## config.mk

```make
export PLATFORM = sky130hd
export DESIGN_NAME = rsk_register_stack
export DESIGN_NICKNAME = d
export VERILOG_FILES = /design/src/include/rsk_pkg.sv /design/src/verilog/rsk_word_cell.sv /design/src/verilog/rsk_register_stack.sv
export SDC_FILE = /design/constraint.sdc
export NUM_CORES = 1
export LEC_CHECK = 0
export ABC_AREA = 1
export BUFFER_PORTS_ARGS = -buffer_cell sky130_fd_sc_hd__buf_2
export CELL_PAD_IN_SITES_DETAIL_PLACEMENT = 1
export CELL_PAD_IN_SITES_GLOBAL_PLACEMENT = 1
export CORE_AREA = 5 5 97 99
export CTS_CLUSTER_DIAMETER = 150
export CTS_CLUSTER_SIZE = 40
export DETAILED_ROUTE_END_ITERATION = 8
export DIE_AREA = 0 0 102 104
export PLACE_DENSITY = 0.72
export SETUP_SLACK_MARGIN = 0.15
export SLEW_MARGIN = 30
export SYNTH_ARGS = -nofsm -noshare
export SYNTH_HDL_FRONTEND = slang
export SYNTH_SLANG_ARGS = --single-unit
```

## constraint.sdc

```tcl
create_clock -name mclk_i -period 5.6 [get_ports mclk_i]
set_clock_uncertainty 0.05 [all_clocks]
set_input_delay 1.12 -clock mclk_i [delete_from_list [all_inputs] [get_ports mclk_i]]
set_output_delay 1.12 -clock mclk_i [all_outputs]
set_load 0.02 [all_outputs]
```

## src/include/rsk_pkg.sv

```systemverilog
// Package holding the sizes, reset values and control polarities of the register stack.
package rsk_pkg;
  localparam int RSK_WORDS = 16;
  localparam int RSK_ADDR_W = 4;
  localparam int RSK_DATA_W = 4;
  localparam logic RSK_ACTIVE = 1'b0;
  localparam logic [RSK_DATA_W-1:0] RSK_OUT_RST = 4'h0;
  localparam logic [RSK_DATA_W-1:0] RSK_WORD_RST = 4'h0;
  typedef enum logic [1:0] {
    RSK_PH_LOW = 2'b01,
    RSK_PH_HIGH = 2'b10
  } rsk_phase_t;
endpackage

```

## src/verilog/rsk_word_cell.sv

```systemverilog
// One storage word of the register stack, written while its write strobe is asserted.
`timescale 1ns/1ps
`default_nettype none
module rsk_word_cell #(
  parameter int DATA_W = 4
) (
  // Clock and reset
  input wire logic mclk_i,
  input wire logic rst_i,
  // Write side
  input wire logic wr_sel_i,
  input wire logic [DATA_W-1:0] write_data_i,
  // Stored word
  output logic [DATA_W-1:0] word_o
);
  import rsk_pkg::*;

  logic [DATA_W-1:0] word_reg;

  // The transparent write is sampled every clock, so the word follows data while selected.
  always_ff @(posedge mclk_i or posedge rst_i) begin
    if (rst_i) begin
      word_reg <= RSK_WORD_RST;
    end else if (wr_sel_i) begin
      word_reg <= write_data_i;
    end
  end

  assign word_o = word_reg;
endmodule // rsk_word_cell
`default_nettype wire

```

## src/verilog/rsk_register_stack.sv

```systemverilog
// Sixteen by four register stack with edge-loaded output register and three-state outputs.
`timescale 1ns/1ps
`default_nettype none
////////////////////////////////////////////////////////////////////////////////
// Operation
// - The stack holds sixteen four-bit words chosen by a four-bit address.
// - A word is written while write enable, chip select and the pin clock are all low.
// - While those three stay low the addressed word follows the data input.
// - A rising pin clock with chip select low loads the addressed word into the output register.
// - The output register keeps its value while the array is written.
// - With output enable high the four data outputs float.
// - With output enable low the outputs drive the output register.
// - The output register changes only on the rising pin clock, never the falling one.
// - Chip select, output enable and write enable are active low.
module rsk_register_stack #(
  parameter int WORDS = rsk_pkg::RSK_WORDS,
  parameter int ADDR_W = rsk_pkg::RSK_ADDR_W,
  parameter int DATA_W = rsk_pkg::RSK_DATA_W
) (
  // System clock and reset
  input wire logic mclk_i,
  input wire logic rst_i,
  // Host strobes; all but out_en_n_i are sampled on mclk_i
  input wire logic clock_pulse_in_i,
  input wire logic chip_sel_n_i,
  input wire logic write_en_n_i,
  input wire logic out_en_n_i,
  // Address and data
  input wire logic [ADDR_W-1:0] word_addr_i,
  input wire logic [DATA_W-1:0] write_data_i,
  // Three-state data outputs
  output logic [DATA_W-1:0] read_data_out_o,
  output logic [DATA_W-1:0] read_data_out_oe_o
);
  import rsk_pkg::*;

  logic [DATA_W-1:0] words [WORDS];
  logic [DATA_W-1:0] out_reg;
  logic wr_active;
  logic rise_seen;
  rsk_phase_t phase_reg;

  ////////////////////////////////////////////////////////////////////////////
  // Write: a level condition, so each sampled cycle under it rewrites the word.
  assign wr_active = (write_en_n_i == RSK_ACTIVE) && (chip_sel_n_i == RSK_ACTIVE)
                     && !clock_pulse_in_i;

  genvar gi;
  generate
    for (gi = 0; gi < WORDS; gi++) begin : g_word
      rsk_word_cell #(.DATA_W(DATA_W)) u_cell (
        .mclk_i(mclk_i),
        .rst_i(rst_i),
        .wr_sel_i(wr_active && (word_addr_i == ADDR_W'(gi))),
        .write_data_i(write_data_i),
        .word_o(words[gi])
      );
    end
  endgenerate

  ////////////////////////////////////////////////////////////////////////////
  // Pin clock phase tracker; a rise is a LOW phase followed by a high sample.
  always_ff @(posedge mclk_i or posedge rst_i) begin
    if (rst_i) begin
      phase_reg <= RSK_PH_HIGH;
    end else begin
      case (phase_reg)
        RSK_PH_LOW: if (clock_pulse_in_i) phase_reg <= RSK_PH_HIGH;
        RSK_PH_HIGH: if (!clock_pulse_in_i) phase_reg <= RSK_PH_LOW;
        default: phase_reg <= RSK_PH_HIGH;
      endcase
    end
  end

  assign rise_seen = (phase_reg == RSK_PH_LOW) && clock_pulse_in_i;

  // Reset starts in the high phase so that a pin held high at release is no rise.
  always_ff @(posedge mclk_i or posedge rst_i) begin
    if (rst_i) begin
      out_reg <= RSK_OUT_RST;
    end else if (rise_seen && (chip_sel_n_i == RSK_ACTIVE)) begin
      out_reg <= words[word_addr_i];
    end
  end

  ////////////////////////////////////////////////////////////////////////////
  assign read_data_out_o = out_reg;
  assign read_data_out_oe_o = (out_en_n_i == RSK_ACTIVE) ? '1 : '0;

  ////////////////////////////////////////////////////////////////////////////
  logic [DATA_W-1:0] prev_word;
  always_ff @(posedge mclk_i or posedge rst_i) begin
    if (rst_i) begin
      prev_word <= RSK_WORD_RST;
    end else begin
      prev_word <= words[word_addr_i];
    end
  end

  load_on_rise_a: assert property (@(posedge mclk_i) disable iff (rst_i)
    (rise_seen && !chip_sel_n_i) |=> (out_reg == prev_word))
    else $error("output register missed the addressed word on a rise");
  hold_no_rise_a: assert property (@(posedge mclk_i) disable iff (rst_i)
    !rise_seen |=> $stable(out_reg))
    else $error("output register changed without a pin clock rise");
  hold_deselect_a: assert property (@(posedge mclk_i) disable iff (rst_i)
    chip_sel_n_i |=> $stable(out_reg))
    else $error("output register changed while deselected");
  hold_on_write_a: assert property (@(posedge mclk_i) disable iff (rst_i)
    wr_active |=> $stable(out_reg))
    else $error("write disturbed the output register");
  write_store_a: assert property (@(posedge mclk_i) disable iff (rst_i)
    wr_active |=> (words[$past(word_addr_i)] == $past(write_data_i)))
    else $error("written word does not hold the data");
  write_track_a: assert property (@(posedge mclk_i) disable iff (rst_i)
    (wr_active ##1 (wr_active && $stable(word_addr_i)))
    |=> (words[$past(word_addr_i)] == $past(write_data_i)))
    else $error("word did not follow data during a held write");
  no_write_a: assert property (@(posedge mclk_i) disable iff (rst_i)
    !wr_active |=> (prev_word == words[$past(word_addr_i)]))
    else $error("array changed without a write");
  rise_deselect_a: assert property (@(posedge mclk_i) disable iff (rst_i)
    (rise_seen && chip_sel_n_i) |=> $stable(out_reg))
    else $error("deselected rise loaded the output register");
  phase_legal_a: assert property (@(posedge mclk_i) disable iff (rst_i)
    (phase_reg == RSK_PH_LOW) || (phase_reg == RSK_PH_HIGH))
    else $error("pin clock phase tracker left its legal states");
  float_off_a: assert property (@(posedge mclk_i) disable iff (rst_i)
    out_en_n_i |-> (read_data_out_oe_o == '0))
    else $error("outputs driven while output enable is high");
  drive_on_a: assert property (@(posedge mclk_i) disable iff (rst_i)
    !out_en_n_i |-> (read_data_out_oe_o == '1 && read_data_out_o == out_reg))
    else $error("outputs not driving the output register");

  write_seen_c: cover property (@(posedge mclk_i) disable iff (rst_i) wr_active);
  read_seen_c: cover property (@(posedge mclk_i) disable iff (rst_i)
    rise_seen && !chip_sel_n_i);
  write_then_read_c: cover property (@(posedge mclk_i) disable iff (rst_i)
    wr_active ##[1:4] (rise_seen && !chip_sel_n_i));
  deselect_rise_c: cover property (@(posedge mclk_i) disable iff (rst_i)
    rise_seen && chip_sel_n_i);
  held_write_c: cover property (@(posedge mclk_i) disable iff (rst_i)
    wr_active ##1 wr_active);
endmodule // rsk_register_stack
`default_nettype wire

```

==> results.md <==
* Status: finished clean
* Post-Place Setup Slack at around 2.4 ns
* Ports at 22
* Vias at roughly 2800
* Highest clock rate at 351 MHz
* Number of distinct library cells after synthesis at 22
* RePlAce Congestion at a little under 0.8
* Slew @ Worst Pin at 0.798 ns
* First-pass GRT wire length at 14900 microns
* GR Overflow Total at 0
* Clk sinks at 70
* Cts repair resizes at 0
* Final Cycle Share at 50.9%
* Total core area at around 8500 sq um
* GR Layer Usage met3 at 2.95%
* Cell Area, Synth at 3300 sq um
* Max-Cap Viols at 0
* Leakage at roughly 1.8 nW
* Data arrival, critical path at 2.99 ns
* Detail Route Antenna Nets at 0
* Minimum clock period at 2.85 ns
* Max reg flops at 64
* Clock transition at the registers of the reported paths at 0.07 ns
* Most frequent CP cell: nand2_1
* Buf/Inv on CP at 2
* Worst-case clock buffer depth at 2
* Post-synthesis mux area share at 0%
* Vias in the first global route at around 2900
* Largest family of logic cells by synthesized area: simple AND/OR/NAND/NOR gates
* Initial core utilization at 38.9%
* HP Class: register to register
* Area fraction in compound gates after synthesis at 10.3%
* P&R area growth vs syn at 10.2%
* Largest net degree at the start of global routing at 71
* Post-Syn Instances at 426
* GRT Total Usage at approximately 18%
* Die area at 10600 sq um
* CTS tree: done
* CP peak stage delay at around 0.54 ns
* Register bit total from synthesis at 70
* Slew HR at 46.4%
* Syn_nets at 440
* Die X at 102 microns
* CP max FO at 37
* Postcts setup bufs at 0
* Final Max Slew Viols at 0
* Global routing usage on met2 at 27.5%
* Syn. warnings at 0
* Diodes inserted at 0
* Root Driver: clkbuf_8
* Hold buffer count at CTS at 0
* Htree depth at 3
* VDD IR max at 0.149 mV
* Cell Pwr Density at 334 nW/um^2
* Hold Vio Cnt, Final at 0
* DPL Wire Length at between 5000 and 6000 microns
* Final WS setup at 2.75 ns
* Initial drt markers at 126
* DRC Markers at 0
* Initial antenna violation count at 0
* Final WL at around 8900 microns
* GR peak layer: met2
* Die Ht at 104 microns
* Critical path, cell by cell: buf_2, inv_2, nor3_4, nand2_1, nand2_1, o21ai_0
* Net count, final at around 460
* Setup_tns at 0 ns
* Per-cell routed wire length at 16.1 microns
* WHS at 0.438 ns
* Endpoint required time on the critical path at 5.74 ns
* Crit Path Class: input pin to register
* FP Rows at 34
* Critical Path Start Type: input pin
* Layout cells sized above 1 at 10.3%
* Largest delay share family, worst path: buffers and inverters
* Post-Synth Adder-Cell Area at 0%
* Seq/Total Area, Yosys at 53.2%
* RSZ-0062 raised after global routing: false
* CTS Buf Count at 9
* Grt met1 use at 25.7%
* Utilization after layout at 42.9%
* Clock Latency Late Sink at approximately 0.34 ns
* Vias/cell at 5.04
* Xor/xnor share of the synthesized area at 0%
* IO buf count at 21
* Critical Path End Type: register
* Simple-gate share of the synthesized area at 31.5%
* Final setup vio count at 0
* First-pass DRT Iterations at 5
* Synth Area per Inst at 7.74 sq um
* Crit-path slowest cell: buf_2
final timing paths:
kind	slack, ns	cells after the start	to	startpoint
worst min register to register	0.44	2	g_word[13].u_cell.word_o[0]	g_word[13].u_cell.word_o[0]
max in group asynchronous	4.16	3	g_word[6].u_cell.word_o[0]	rst_i
worst min-delay path	0.44	2	g_word[13].u_cell.word_o[0]	g_word[13].u_cell.word_o[0]
worst max-delay path	2.75	6	g_word[15].u_cell.word_o[0]	word_addr_i[0]
min in group asynchronous	0.88	3	g_word[10].u_cell.word_o[1]	rst_i
worst max register to register	3.99	6	read_data_out_o[1]	phase_reg[1]
layout make-up:
class	count	area [sq um]
clock buffer	15	176
clock inverter	1	5.00
fill	1082	4830
inverter	18	67.6
multi-input combinational	320	1380
sequential	70	1750
tap	108	135
timing repair buffer	22	116
layout by cell type, fill, tap and decap left out:
| cell | instances |
|---|---|
| clkbuf_8 | 12 |
| buf_6 | 1 |
| dfrtp_1 | 69 |
| nor3_1 | 1 |
| nor3_2 | 1 |
| inv_2 | 3 |
| nand2_1 | 203 |
| nor3_4 | 2 |
| nand3_1 | 20 |
| nor2_1 | 17 |
| o21ai_0 | 62 |
| a21oi_1 | 2 |
| inv_1 | 15 |
| nand4_1 | 4 |
| clkinv_2 | 1 |
| nand2_2 | 1 |
| nor4_4 | 1 |
| nor2_2 | 2 |
| dfstp_2 | 1 |
| clkbuf_1 | 3 |
| o21ai_1 | 4 |
| buf_2 | 21 |
worst register-to-register path: stages (launching register included):
cell     delay [ns]
dfstp_2        0.36
inv_1          0.06
nand2_1        0.08
nor3_1         0.62
nand2_1        0.12
nor2_1         0.15
nor2_1         0.05
synth_stat cells:
cell type	count	share of area, %
inv_2	2	0.23
buf_6	1	0.34
clkbuf_1	6	0.68
nor4_4	1	0.65
o21ai_1	4	0.61
nand2_1	203	23
inv_1	16	1.8
nor3_4	2	0.99
buf_2	6	0.91
nor3_1	1	0.15
o21ai_0	62	9.4
nor2_1	17	1.9
dfstp_2	1	0.80
dfrtp_1	69	52
a21oi_1	2	0.30
nor3_2	1	0.30
nand4_1	4	0.76
buf_1	1	0.11
nand2_2	1	0.19
buf_4	4	0.91
nor2_2	2	0.38
nand3_1	20	3.0
power by group:
group / internal (mW) / leakage, nW / switching (mW)
Sequential: 0.584 / 0.916 / 0.0436
Combinational: 0.0691 / 0.789 / 0.133
Clock: 0.198 / 0.0937 / 0.186
Total: 0.850 / 1.80 / 0.363
logic make-up (layout without fill, tap and decap cells):
group                  Yosys count  after routing
buffers and inverters           36             56
DFF                             70             70
and+or+nand+nor                252            252
AOI/OAI and AO/OA               68             68
layer usage:
metal / wire length, microns / up-vias / part of all wire, %
met5: 0 / - / 0
met4: 144 / 0 / 1.6
met3: 416 / 12 / 4.7
met2: 4110 / 45 / 46
met1: 4260 / 1354 / 48
li1: - / 1383 / -
per-stage QoR:
step / total power [mW] / cells / instance area [sq um]
global placement: 0.833 / 538 / 3450
global route: 1.29 / 554 / 3630
CTS: 1.22 / 554 / 3630
floorplan: 0.772 / 426 / 3300
finish: 1.21 / 554 / 3630
detailed placement: 0.843 / 538 / 3450
Note: power is estimated with default switching activity, not from simulation.
